`src/rtl/ldao_pkg.sv`:
```
// Shared types and constants for the legacy deadlock avoidance ordering block.
package ldao_pkg;

    typedef enum logic [1:0] {
        CH_POSTED    = 2'b00,
        CH_NONPOSTED = 2'b01,
        CH_RESPONSE  = 2'b11
    } ldao_chan_type;

    typedef struct packed {
        ldao_chan_type chan;
        logic [31:0]   addr;
        logic          subtr_flag;
        logic [31:0]   payload;
    } ldao_pkt_type;

    typedef struct packed {
        logic [31:0] addr;
        logic        subtr_flag;
        logic        posted;
        logic [31:0] payload;
    } ldao_req_type;

    typedef enum logic [1:0] {
        SM_OTHER     = 2'b00,
        SM_HALT_ACK  = 2'b01,
        SM_STATE_REQ = 2'b10
    } ldao_sm_kind_type;

    typedef enum logic [1:0] {
        SM_IDLE      = 2'b00,
        SM_SEND_AS   = 2'b01,
        SM_WAIT_ACK  = 2'b11,
        SM_SEND_DE   = 2'b10
    } ldao_sm_state_type;

    localparam logic [31:0] LEGACY_BASE_RST   = 32'h000C_0000;
    localparam logic [31:0] LEGACY_LIMIT_RST  = 32'h000F_FFFF;
    localparam int          LEGACY_CAP_RST    = 1;
    localparam int          CNT_W             = 4;
    localparam logic [31:0] SM_CODE_ASSERT    = 32'h0000_0001;
    localparam logic [31:0] SM_CODE_DEASSERT  = 32'h0000_0002;

endpackage

```
`src/rtl/ldao_chan_arb.sv`:
```
// Channel arbiter with a registered output stage that lets packets overtake.
`timescale 1ns/1ps
`default_nettype none
module ldao_chan_arb
    import ldao_pkg::*;
(
    input  wire logic         clk_in,
    input  wire logic         rst_n_in,
    input  wire logic         p_valid_in,
    input  wire ldao_pkt_type p_pkt_in,
    output logic              p_ready_out,
    input  wire logic         np_valid_in,
    input  wire ldao_pkt_type np_pkt_in,
    output logic              np_ready_out,
    input  wire logic         r_valid_in,
    input  wire ldao_pkt_type r_pkt_in,
    output logic              r_ready_out,
    output logic              out_valid_out,
    output ldao_pkt_type      out_pkt_out,
    input  wire logic         out_ready_in
);
    logic         out_valid_q;
    logic         out_valid_d;
    ldao_pkt_type out_pkt_q;
    ldao_pkt_type out_pkt_d;
    logic         load;

    assign load = !out_valid_q || out_ready_in;

    always_comb begin
        p_ready_out  = load;                                  // (RULE12)
        r_ready_out  = load && !p_valid_in;                   // (RULE13)
        np_ready_out = load && !p_valid_in && !r_valid_in;    // (RULE3)
        out_valid_d  = out_valid_q && !out_ready_in;
        out_pkt_d    = out_pkt_q;
        if (load) begin
            out_valid_d = p_valid_in || r_valid_in || np_valid_in;
            if (p_valid_in) begin
                out_pkt_d = p_pkt_in;
            end else if (r_valid_in) begin
                out_pkt_d = r_pkt_in;
            end else if (np_valid_in) begin
                out_pkt_d = np_pkt_in;
            end
        end
    end

    always_ff @(posedge clk_in) begin
        if (!rst_n_in) begin
            out_valid_q <= 1'b0;
            out_pkt_q   <= '0;
        end else begin
            out_valid_q <= out_valid_d;
            out_pkt_q   <= out_pkt_d;
        end
    end

    assign out_valid_out = out_valid_q;
    assign out_pkt_out   = out_pkt_q;

    a_posted_over_np: assert property (@(posedge clk_in) disable iff (!rst_n_in) // (RULE12)
        load && p_valid_in && np_valid_in |=> out_pkt_q.chan == CH_POSTED)
        else $error("Posted packet did not overtake nonposted.");
    a_posted_over_rsp: assert property (@(posedge clk_in) disable iff (!rst_n_in) // (RULE13)
        load && p_valid_in && r_valid_in |=> out_pkt_q.chan == CH_POSTED)
        else $error("Posted packet did not overtake response.");
    a_rsp_over_np: assert property (@(posedge clk_in) disable iff (!rst_n_in) // (RULE3)
        load && !p_valid_in && r_valid_in && np_valid_in
        |=> out_valid_q && out_pkt_q.chan == CH_RESPONSE)
        else $error("Response did not overtake nonposted.");
endmodule
`default_nettype wire

```
`src/rtl/ldao_top.sv`:
```
// Host issue control, legacy bridge buffering and clock stop sequencing.
`timescale 1ns/1ps
`default_nettype none
// Operation
// (RULE1) Legacy-bound host requests always go nonposted.
// (RULE2) Legacy when address decoded or subtractive flag.
// (RULE3) Responses overtake stalled nonposted requests.
// (RULE4) Outstanding legacy requests capped, typically one.
// (RULE5) Peers never send requests to legacy bus.
// (RULE6) Legacy quota never stalls forwarded requests.
// (RULE7) Separate buffer reserved for legacy-targeted requests.
// (RULE8) Management messages always accepted unconditionally.
// (RULE9) No new assert before acknowledge and deassert.
// (RULE10) State transition after throttle asserts immediately.
// (RULE11) Host ignores throttling asserts awaiting transition.
// (RULE12) Posted requests overtake stalled nonposted requests.
// (RULE13) Posted requests overtake waiting responses.
// (RULE14) Progress-critical traffic rides the posted channel.
// (RULE15) Counter of outstanding legacy requests holds issue.
module ldao_top
    import ldao_pkg::*;
#(
    parameter logic [31:0]      LEGACY_BASE  = LEGACY_BASE_RST,
    parameter logic [31:0]      LEGACY_LIMIT = LEGACY_LIMIT_RST,
    parameter logic [CNT_W-1:0] LEGACY_CAP   = CNT_W'(LEGACY_CAP_RST)
)(
    input  wire logic             clk_in,
    input  wire logic             rst_n_in,
    input  wire logic             host_valid_in,
    input  wire ldao_req_type     host_req_in,
    output logic                  host_ready_out,
    input  wire logic             leg_rsp_in,
    input  wire logic             rsp_valid_in,
    input  wire ldao_pkt_type     rsp_pkt_in,
    output logic                  rsp_ready_out,
    output logic                  link_valid_out,
    output ldao_pkt_type          link_pkt_out,
    input  wire logic             link_ready_in,
    input  wire logic             dn_valid_in,
    input  wire ldao_pkt_type     dn_pkt_in,
    output logic                  dn_ready_out,
    output logic                  leg_valid_out,
    output ldao_pkt_type          leg_pkt_out,
    input  wire logic             leg_ready_in,
    output logic                  fwd_valid_out,
    output ldao_pkt_type          fwd_pkt_out,
    input  wire logic             fwd_ready_in,
    input  wire logic             sm_valid_in,
    input  wire ldao_sm_kind_type sm_kind_in,
    output logic                  sm_ready_out,
    input  wire logic             throttle_in,
    output logic [CNT_W-1:0]      leg_count_out,
    output logic                  clk_stop_active_out
);
    function automatic logic is_legacy(input logic [31:0] addr,
                                       input logic        subtr);
        is_legacy = subtr || (addr >= LEGACY_BASE && addr <= LEGACY_LIMIT);
    endfunction

    logic              host_leg;
    logic              host_stall;
    logic              host_acc;
    logic              p_valid;
    logic              np_valid;
    logic              p_ready;
    logic              np_ready;
    ldao_pkt_type      host_pkt;
    ldao_pkt_type      sm_pkt;
    ldao_pkt_type      p_pkt;
    logic              sm_send;
    logic              sm_sent;
    logic [CNT_W-1:0]  cnt_q;
    logic [CNT_W-1:0]  cnt_d;
    ldao_sm_state_type st_q;
    ldao_sm_state_type st_d;
    logic              thr_q;
    logic              thr_d;
    logic              pend_q;
    logic              pend_d;
    logic              trans_go;
    logic              ack_in;
    logic              sreq_in;
    logic              dn_leg;
    logic              leg_v_q;
    logic              leg_v_d;
    logic              fwd_v_q;
    logic              fwd_v_d;
    ldao_pkt_type      leg_q;
    ldao_pkt_type      leg_d;
    ldao_pkt_type      fwd_q;
    ldao_pkt_type      fwd_d;

    // Host issue path: classify, force nonposted, and throttle by count.
    always_comb begin
        host_leg   = is_legacy(host_req_in.addr, host_req_in.subtr_flag); // (RULE2)
        host_stall = host_leg && (cnt_q >= LEGACY_CAP);   // (RULE4)
        host_pkt.addr       = host_req_in.addr;
        host_pkt.subtr_flag = host_req_in.subtr_flag;
        host_pkt.payload    = host_req_in.payload;
        host_pkt.chan       = (host_req_in.posted && !host_leg)
                              ? CH_POSTED : CH_NONPOSTED;  // (RULE1)
        sm_pkt.chan       = CH_POSTED;                     // (RULE14)
        sm_pkt.addr       = '0;
        sm_pkt.subtr_flag = 1'b0;
        sm_pkt.payload    = (st_q == SM_SEND_AS) ? SM_CODE_ASSERT
                                                 : SM_CODE_DEASSERT;
        sm_send  = (st_q == SM_SEND_AS) || (st_q == SM_SEND_DE);
        p_valid  = sm_send ||
                   (host_valid_in && host_pkt.chan == CH_POSTED);
        p_pkt    = sm_send ? sm_pkt : host_pkt;
        np_valid = host_valid_in && !host_stall &&
                   host_pkt.chan == CH_NONPOSTED;
        if (host_pkt.chan == CH_POSTED) begin
            host_ready_out = p_ready && !sm_send;
        end else begin
            host_ready_out = np_ready && !host_stall;      // (RULE15)
        end
        host_acc = host_valid_in && host_ready_out;
        sm_sent  = sm_send && p_ready;
        cnt_d    = cnt_q;
        if ((host_acc && host_leg) && !leg_rsp_in) begin
            cnt_d = cnt_q + CNT_W'(1);                     // (RULE15)
        end else if (!(host_acc && host_leg) && leg_rsp_in &&
                     cnt_q != '0) begin
            cnt_d = cnt_q - CNT_W'(1);                     // (RULE15)
        end
    end

    ldao_chan_arb u_arb (
        .clk_in       (clk_in),
        .rst_n_in     (rst_n_in),
        .p_valid_in   (p_valid),
        .p_pkt_in     (p_pkt),
        .p_ready_out  (p_ready),
        .np_valid_in  (np_valid),
        .np_pkt_in    (host_pkt),
        .np_ready_out (np_ready),
        .r_valid_in   (rsp_valid_in),
        .r_pkt_in     (rsp_pkt_in),
        .r_ready_out  (rsp_ready_out),
        .out_valid_out(link_valid_out),
        .out_pkt_out  (link_pkt_out),
        .out_ready_in (link_ready_in)
    );

    // Clock stop sequencing for the management controller.
    always_comb begin
        sm_ready_out = 1'b1;                               // (RULE8)
        ack_in   = sm_valid_in && sm_kind_in == SM_HALT_ACK;
        sreq_in  = sm_valid_in && sm_kind_in == SM_STATE_REQ;
        st_d     = st_q;
        thr_d    = thr_q;
        pend_d   = pend_q || sreq_in;
        trans_go = pend_d && (st_q == SM_IDLE ||
                              (st_q == SM_WAIT_ACK && thr_q));
        case (st_q)
            SM_IDLE: begin
                if (trans_go) begin
                    st_d   = SM_SEND_AS;
                    thr_d  = 1'b0;
                    pend_d = 1'b0;
                end else if (throttle_in) begin
                    st_d  = SM_SEND_AS;
                    thr_d = 1'b1;
                end
            end
            SM_SEND_AS: begin
                if (sm_sent) begin
                    st_d = SM_WAIT_ACK;
                end
            end
            SM_WAIT_ACK: begin
                if (trans_go) begin
                    st_d   = SM_SEND_AS;                   // (RULE10)
                    thr_d  = 1'b0;
                    pend_d = 1'b0;
                end else if (ack_in) begin
                    st_d = SM_SEND_DE;                     // (RULE9)
                end
            end
            SM_SEND_DE: begin
                if (sm_sent) begin
                    st_d = SM_IDLE;
                end
            end
            default: begin
                st_d = SM_IDLE;
            end
        endcase
    end

    // Legacy bridge node: a reserved slot apart from the forward buffer.
    always_comb begin
        dn_leg  = is_legacy(dn_pkt_in.addr, dn_pkt_in.subtr_flag);
        leg_v_d = leg_v_q && !leg_ready_in;
        fwd_v_d = fwd_v_q && !fwd_ready_in;
        leg_d   = leg_q;
        fwd_d   = fwd_q;
        dn_ready_out = dn_leg ? !leg_v_q : !fwd_v_q;      // (RULE6)
        if (dn_valid_in && dn_ready_out) begin
            if (dn_leg) begin
                leg_v_d = 1'b1;                            // (RULE7)
                leg_d   = dn_pkt_in;
            end else begin
                fwd_v_d = 1'b1;
                fwd_d   = dn_pkt_in;
            end
        end
    end

    always_ff @(posedge clk_in) begin
        if (!rst_n_in) begin
            cnt_q   <= '0;
            st_q    <= SM_IDLE;
            thr_q   <= 1'b0;
            pend_q  <= 1'b0;
            leg_v_q <= 1'b0;
            fwd_v_q <= 1'b0;
            leg_q   <= '0;
            fwd_q   <= '0;
        end else begin
            cnt_q   <= cnt_d;
            st_q    <= st_d;
            thr_q   <= thr_d;
            pend_q  <= pend_d;
            leg_v_q <= leg_v_d;
            fwd_v_q <= fwd_v_d;
            leg_q   <= leg_d;
            fwd_q   <= fwd_d;
        end
    end

    assign leg_valid_out       = leg_v_q;
    assign leg_pkt_out         = leg_q;
    assign fwd_valid_out       = fwd_v_q;
    assign fwd_pkt_out         = fwd_q;
    assign leg_count_out       = cnt_q;
    assign clk_stop_active_out = (st_q == SM_WAIT_ACK) ||
                                 (st_q == SM_SEND_DE);

    a_legacy_never_posted: assert property (@(posedge clk_in) // (RULE1)
        disable iff (!rst_n_in)
        link_valid_out && link_pkt_out.chan == CH_POSTED
        |-> !is_legacy(link_pkt_out.addr, link_pkt_out.subtr_flag))
        else $error("Legacy-bound request left in posted channel.");
    a_subtr_counted: assert property (@(posedge clk_in) // (RULE2)
        disable iff (!rst_n_in)
        host_acc && host_req_in.subtr_flag && !leg_rsp_in
        |=> cnt_q == $past(cnt_q) + CNT_W'(1))
        else $error("Subtractive request not counted as legacy.");
    a_cap_holds_issue: assert property (@(posedge clk_in) // (RULE15)
        disable iff (!rst_n_in)
        cnt_q == LEGACY_CAP && host_valid_in && host_leg
        |-> !host_ready_out)
        else $error("Legacy request issued at the cap.");
    a_count_bounded: assert property (@(posedge clk_in) // (RULE4)
        disable iff (!rst_n_in) cnt_q <= LEGACY_CAP)
        else $error("Outstanding legacy count above the cap.");
    a_fwd_not_blocked: assert property (@(posedge clk_in) // (RULE6)
        disable iff (!rst_n_in)
        dn_valid_in && !dn_leg && !fwd_v_q |-> dn_ready_out)
        else $error("Forwarded request stalled by legacy slot.");
    a_leg_slot_used: assert property (@(posedge clk_in) // (RULE7)
        disable iff (!rst_n_in)
        dn_valid_in && dn_leg && !leg_v_q
        |=> leg_v_q && leg_q == $past(dn_pkt_in) && fwd_v_q == $past(fwd_v_d))
        else $error("Legacy request not held in its reserved slot.");
    a_ack_then_deassert: assert property (@(posedge clk_in) // (RULE9)
        disable iff (!rst_n_in)
        st_q == SM_WAIT_ACK && !pend_q && !sreq_in
        |=> st_q != SM_SEND_AS)
        else $error("Clock stop reasserted before acknowledge.");
    a_trans_preempts: assert property (@(posedge clk_in) // (RULE10)
        disable iff (!rst_n_in)
        st_q == SM_WAIT_ACK && thr_q && sreq_in
        |=> st_q == SM_SEND_AS ##1 st_q == SM_SEND_AS || st_q == SM_WAIT_ACK)
        else $error("State transition waited for acknowledge.");
    a_sm_always_taken: assert property (@(posedge clk_in) // (RULE8)
        disable iff (!rst_n_in)
        st_q == SM_WAIT_ACK && ack_in && !trans_go
        |=> st_q == SM_SEND_DE)
        else $error("Management message not acted on.");
endmodule
`default_nettype wire

```
`config.mk`:
```
export PLATFORM = sky130hd
export DESIGN_NAME = ldao_top
export DESIGN_NICKNAME = d
export VERILOG_FILES = /design/src/rtl/ldao_pkg.sv /design/src/rtl/ldao_chan_arb.sv /design/src/rtl/ldao_top.sv
export SDC_FILE = /design/constraint.sdc
export NUM_CORES = 1
export LEC_CHECK = 0
export BUFFER_PORTS_ARGS = -buffer_cell sky130_fd_sc_hd__buf_4
export CAP_MARGIN = 40
export CORE_AREA = 2 2 203 205
export DETAILED_ROUTE_END_ITERATION = 10
export DIE_AREA = 0 0 205 207
export MAX_ROUTING_LAYER = met4
export SYNTH_ARGS = -nofsm -noshare
export SYNTH_HDL_FRONTEND = slang
export SYNTH_HIERARCHICAL = 1
export SYNTH_SLANG_ARGS = --single-unit
```
`constraint.sdc`:
```
create_clock -name clk_in -period 3.03 [get_ports clk_in]
set_clock_uncertainty 0.1 [all_clocks]
set_input_delay 0.606 -clock clk_in [delete_from_list [all_inputs] [get_ports clk_in]]
set_output_delay 0.606 -clock clk_in [all_outputs]
set_load 0.1 [all_outputs]
```
# After elaboration in Yosys (flattened, before gate mapping)
# Index checks and enable logic that the tools add are counted.
[word_totals]
reg_bits = 212
latch_bits = 0
ram_bits = 0
rom_bits = 0
in_bits = 213
output_inout_bits = 213
wordCells = 126
memories = 0
[classes]
add_sub_neg = 2
mul = 0
div = 0
order_cmp = 5
n_eq_ne = 11
shift = 0
n_mux = 28
n_bitwise = 1
n_reduce_logical = 60
[op_table]
columns = ["op", "count"]
rows = [
  ["67-bit 2-to-1 mux", 3],
  ["66-bit 2-to-1 mux", 1],
  ["32-bit by 20-bit >= comparator with 1-bit output (second input constant)", 2],
  ["32-bit by 20-bit <= comparator with 1-bit output (second input constant)", 2],
  ["1-bit logical AND", 25],
  ["2-bit 2-to-1 mux", 7],
  ["1-bit logical NOT", 13],
  ["1-bit 2-to-1 mux", 13],
  ["1-bit logical OR", 10],
  ["4-bit 2-to-1 mux", 2],
  ["2-bit one-hot mux with 4 select lines", 1],
  ["2-bit == test (second input constant)", 3],
  ["2-bit inequality test (second input constant)", 3],
  ["3-bit inequality test (second input constant)", 2],
  ["2-bit AND reduction", 3],
  ["4-bit by 1-bit adder with 4-bit output (second input constant)", 1],
  ["2-bit by 1-bit == test with 1-bit output (second input constant)", 2],
  ["4-bit by 1-bit >= comparator with 1-bit output (second input constant)", 1],
  ["2-bit logical NOT", 2],
  ["4-bit AND reduction", 1],
  ["2-bit nonzero test", 2],
  ["4-bit nonzero test", 1],
  ["4-bit by 1-bit subtractor with 4-bit output (second input constant)", 1],
  ["3-bit AND reduction", 1],
  ["other kinds (5)", 5],
]

# Logic depth before layout (Yosys ltp)
[depth]
depth_word = 21
ltp_mapped = 11
mapped_depth_nobuf = 9

# Modules after synthesis
# The synthesis kept the hierarchy.
[by_module_without_submodules]
columns = ["module", "instances", "cells_per_inst", "area_per_inst_um2", "seq_area_each_um2"]
rows = [
  ["ldao_top", 1, 801, 6491.2, 2882.8],
  ["ldao_chan_arb", 1, 381, 3488.3, 1361.3],
]

# Worst setup path before layout
# OpenSTA, ideal clock, no wires.
[synth_timing]
kind = "input-to-output"
startpoint = "in host_req_in[61] (netlist name)"
endpoint = "out rsp_ready_out"
arrival_time_ns = 3.189
required_ns = 2.324
path_slack_ns = -0.865
path_stages = 7
n_path_buf = 2
path_cell_list = "nor4b_1 -> a41oi_1 -> and2_1 -> a21o_1 -> buf_2 -> clkbuf_1 -> nor2_1"
[synth_between]
elab_chain_cells = 11
word_cells_on_any_way = 12
cone_classes = "2 x order compare; 1 x mux; 9 x reduce/logical"
[synth_lines]
columns = ["item", "line", "source"]
rows = [
  ["from (decl)", "ldao_top.sv:30", "input wire ldao_req_type host_req_in,"],
  ["32-bit by 20-bit >= comparator with 1-bit output or 32-bit by 20-bit <= comparator with 1-bit output (tied branches)", "ldao_top.sv:57", "is_legacy = subtr || (addr >= LEGACY_BASE && addr <= LEGACY_LIMIT);"],
  ["1-bit logical AND (*)", "ldao_top.sv:57", ""],
  ["1-bit logical OR (*)", "ldao_top.sv:57", ""],
  ["1-bit logical NOT (*)", "ldao_top.sv:100", "host_pkt.chan = (host_req_in.posted && !host_leg)"],
  ["1-bit logical AND (*)", "ldao_top.sv:100", ""],
  ["1-bit 2-to-1 mux (*)", "ldao_top.sv:101", "? CH_POSTED : CH_NONPOSTED;"],
  ["2-bit logical NOT (*)", "ldao_top.sv:109", "(host_valid_in && host_pkt.chan == CH_POSTED);"],
  ["1-bit logical AND (*)", "ldao_top.sv:109", ""],
  ["1-bit logical OR (*)", "ldao_top.sv:108", "p_valid = sm_send ||"],
  ["named net p_valid", "ldao_top.sv:63", "logic p_valid;"],
  ["1-bit logical NOT (*)", "ldao_chan_arb.sv:32", "r_ready_out = load && !p_valid_in;"],
  ["1-bit logical AND (*)", "ldao_chan_arb.sv:32", ""],
  ["to (decl)", "ldao_top.sv:35", "output logic rsp_ready_out,"],
]
# Mark *: on every way through the listed nets, which the timed path passes. The rest lies on a longest branch.

# Worst setup path after layout
[layout_timing]
startpoint = "in host_req_in[62] (netlist name)"
endpoint = "out host_ready_out"
[layout_between]
elab_chain_cells = 14
word_cells_on_any_way = 17
cone_classes = "2 x order compare; 2 x mux; 13 x reduce/logical"
[layout_lines]
columns = ["item", "line", "source"]
rows = [
  ["32-bit by 20-bit >= comparator with 1-bit output or 32-bit by 20-bit <= comparator with 1-bit output (tied branches)", "ldao_top.sv:57", ""],
  ["1-bit logical AND (*)", "ldao_top.sv:57", ""],
  ["1-bit logical OR (*)", "ldao_top.sv:57", ""],
  ["1-bit logical NOT (*)", "ldao_top.sv:100", ""],
  ["1-bit logical AND (*)", "ldao_top.sv:100", ""],
  ["1-bit 2-to-1 mux (*)", "ldao_top.sv:101", ""],
  ["2-bit logical NOT (*)", "ldao_top.sv:109", ""],
  ["1-bit logical AND (*)", "ldao_top.sv:109", ""],
  ["1-bit logical OR (*)", "ldao_top.sv:108", ""],
  ["named net p_valid", "ldao_top.sv:63", ""],
  ["1-bit logical NOT (*)", "ldao_chan_arb.sv:33", "np_ready_out = load && !p_valid_in && !r_valid_in;"],
  ["1-bit logical AND (*) (2 in a row)", "ldao_chan_arb.sv:33", ""],
  ["named net np_ready", "ldao_top.sv:66", "logic np_ready;"],
  ["1-bit logical AND (*)", "ldao_top.sv:116", "host_ready_out = np_ready && !host_stall;"],
  ["1-bit 2-to-1 mux (*)", "ldao_top.sv:113", "if (host_pkt.chan == CH_POSTED) begin"],
  ["to (decl)", "ldao_top.sv:31", "output logic host_ready_out,"],
]
# Marks and branches as above.

==> summary.txt <==
Run status
  • Status: finished, final reports clean

Synthesis
  • Post-synth EDFFs: 0
  • Avg Cell Area, Syn: approximately 8.4 um^2
  • Cell taking the most area after synthesis: dfxtp_1
  • Library cells used by synthesis: 58
  • Sequential fraction of the synthesis area: between 40% and 50%
  • Synth Instances: 1,182
  • Synth Cell Area: 9980 um^2
  • Synth area leaders: dfxtp_1 (43%), o21ai_0 (9.4%), mux2i_1 (7.1%), a21oi_1 (6.9%), nand3_1 (6.9%)
  • Yosys warnings: 6
  • Async SR Flop Fraction: 0%
  • Synth Register Bits: approximately 210
  • Top-area cell type share of the netlist area: 42.5%
  • Dominant synthesized flop cell: dfxtp_1

CTS
  • Clk root buf: clkbuf_16
  • Hold-fix buffers, CTS: 0
  • Clock Latency Late Sink: about 0.53 ns
  • CTS clk-pin slew, worst paths: 0.06 ns
  • CTS tree: done
  • H-tree levels: 1
  • Num CTS Buffers: 25
  • Clock Sinks: 212
  • Bufs on Longest Clock Path: 3

STA
  • Slew Viols, Final: 0
  • Headroom to the max-slew limit: 52.8%
  • Final hold slack: 0.243 ns
  • RSZ-0062 raised after global routing: yes
  • Crit path time final: 2.93 ns
  • Crit share post-route: just under 100%
  • Final worst setup slack: 0.102 ns
  • Finish-stage setup viols: 0
  • Hold Vio Cnt, Final: 0
  • Slew @ Worst Pin: 0.708 ns
  • Setup TNS: 0 ns
  • Fmax: 342 MHz

Place
  • IO buf count: 424
  • GP Congestion: between 0.8 and 0.9
  • Post-DP HPWL: 26.7 mm
  • Placed Area: 14,000 um^2
  • DP Worst Slack: -0.167 ns

Worst setup path
  • CP arrival: ~2.2 ns
  • WP data required: 2.32 ns
  • Slowest CP cell: nor4_4
  • Kind of end point of the critical path: output pin
  • Critical Path Most Common Cell: buf_4
  • CP cell instances: buf_4, nor4_4, buf_4, a41oi_4, and2_4, a21o_4, nor3_4, a32o_4, buf_12
  • Crit path buf inv count: 3
  • CP startpoint: host_req_in[62]
  • Setup CP Type: input port to output pin
  • Max incr delay on CP: 0.29 ns
  • R2R setup slack: between 0.2 and 0.25 ns
  • Reg2reg start: leg_count_out[1]$_SDFFE_PN0P_
  • Crit-path max FO: 3
  • Delay-heaviest family, CP: simple AND/OR/NAND/NOR gates
  • Worst setup SP type: input port

Floorplanning
  • IO Count: 426
  • Chip Height: approximately 210 um
  • Die Wd: 205 um
  • Core area: slightly above 40,000 um^2
  • Die Area: between 40,000 and 50,000 um^2
  • Site Rows: 74
  • Starting Density: 24.7%

Global route
  • GRT Total Usage: 17.1%
  • Number of global-route vias before repair: 9,881
  • Gr ovfl total: 0
  • Largest net degree at the start of global routing: 132
  • Initial antenna violation count: 0
  • Global-route wire length before repair: 56.4 mm

Final layout
  • Layout cells sized above 1: 35.2%
  • Area of the multi-input gates: between 5000 and 6000 um^2
  • Area Growth Syn to Fin: 48.9%
  • Layout fillers: 4,153
  • Reg area: 4250 um^2
  • Post-route cell area: 14,900 um^2
  • Antenna Diode Count: 0
  • Final nets: 1,799

Drt
  • Wire length per cell: 17.5 um
  • DRT iter0 DRCs: 598
  • Wire length on met2: 18.0 mm
  • Met3 WL: 2.92 mm
  • Top routing layer used: met4
  • Overall routed net length: 37.3 mm
  • WL met1: between 15 and 20 mm
  • DRC: 0
  • Antenna Nets Post-Route: 0
  • Pre-Repair DR Iteration Count: 5
  • Via Count: 10,236
  • DR vias/cell: 4.82

Flow run
  • Total of max-cap violations: 0

Pwr
  • Leakage: 6.42 nW
  • PwrDens: 963 nW/um^2
  • VDD IR max: about 0.65 mV

Hold path
  • Hold crit path type: input port to register
  • Hold_sp: fwd_ready_in
## worst reg2reg max path, delay by kind of cell (launching register included)
kind / cells / cell delay, ns
muxes: 1 / 0.21
DFF: 1 / 0.33
adders and majority gates: 1 / 0.17
buffers and inverters: 3 / 0.47
AOI/OAI and AO/OA: 1 / 0.15
and+or+nand+nor: 4 / 1.32
## where the power goes
group | switching, mW | internal (mW) | leakage, nW
combinational | 5.67 | 2.03 | 4.28
sequential | 0.332 | 3.29 | 1.74
clock | 1.19 | 1.82 | 0.400
## state kept, by name, indices dropped and copies added, names as in the netlist
name	count
fwd_pkt_out	67
fwd_valid_out	1
leg_count_out	4
leg_pkt_out	67
leg_valid_out	1
pend_q	1
st_q	2
thr_q	1
u_arb/out_pkt_out	67
u_arb/out_valid_out	1
## synth_stat cells, drive strengths merged (4+ instances only)
library cell  number
nor4               5
nor2               9
nand3            137
buf               52
nor3               5
dfxtp            212
ha                 9
a22o              67
o21ai            201
clkbuf            68
nand2b             4
nand2             77
inv               11
nor2b             67
a21oi            137
and2               4
mux2i             71
nor4b              4
## per-layer routing
| metal | vias up | global-route usage (%) |
|---|---|---|
| met1 | 4764 | 20.9 |
| li1 | 5028 | - |
| met3 | 40 | 3.78 |
| met2 | 404 | 28.4 |
| met4 | 0 | 4.17 |
| met5 | - | - |
## layout by cell type (no fill, tap or decap), types with 10 or more instances in the layout
| cell type | count |
|---|---|
| a21oi_1 | 137 |
| a22o_1 | 67 |
| buf_12 | 15 |
| buf_4 | 470 |
| clkbuf_16 | 25 |
| dfxtp_1 | 211 |
| inv_1 | 10 |
| mux2i_1 | 69 |
| nand2_1 | 77 |
| nand3_1 | 137 |
| nor2b_1 | 65 |
| o21ai_0 | 187 |
| o21ai_1 | 14 |
## through the flow
| step | util [%] | instances | power (mW) |
|---|---|---|---|
| global route | 36.8 | 2124 | 15.0 |
| detailed placement | 34.7 | 2080 | 11.4 |
| CTS | 36.8 | 2124 | 14.5 |
| global placement | 34.7 | 2079 | 11.3 |
| floorplan | - | 1183 | 9.40 |
| finish | 36.8 | 2124 | 14.3 |
## final timing paths
check | depth (start not counted) | end
max | 9 | host_ready_out
min | 3 | fwd_valid_out$_SDFF_PN0_
max reg2reg | 10 | u_arb/out_pkt_out[5]$_SDFFE_PN0P_
min reg2reg | 2 | leg_pkt_out[66]$_SDFFE_PN0P_
## cell type report
type / count / area share (%)
Tap cell: 532 / 4.48
Sequential cell: 212 / 28.6
Clock inverter: 7 / 0.589
Multi-Input combinational cell: 839 / 35.3
Inverter: 12 / 0.320
Timing Repair Buffer: 487 / 25.9
Clock buffer: 35 / 4.87
## cells by family after synthesis
family / synth area share (%)
other cells: 0.0753
fa+ha+maj: 1.13
mux: 7.23
simple gates: 16.9
buf+inv: 6.70
flops: 42.5
compound gates: 25.4
## timing repair
action | in CTS | in global routing
endpoints found under the hold margin | 0 | 0
setup endpoints to repair | 2 | 2
buffers inserted | 2 | 1
resized for setup | 5 | 3
pin swaps | 4 | 4
(Power assumes the default switching activity.)
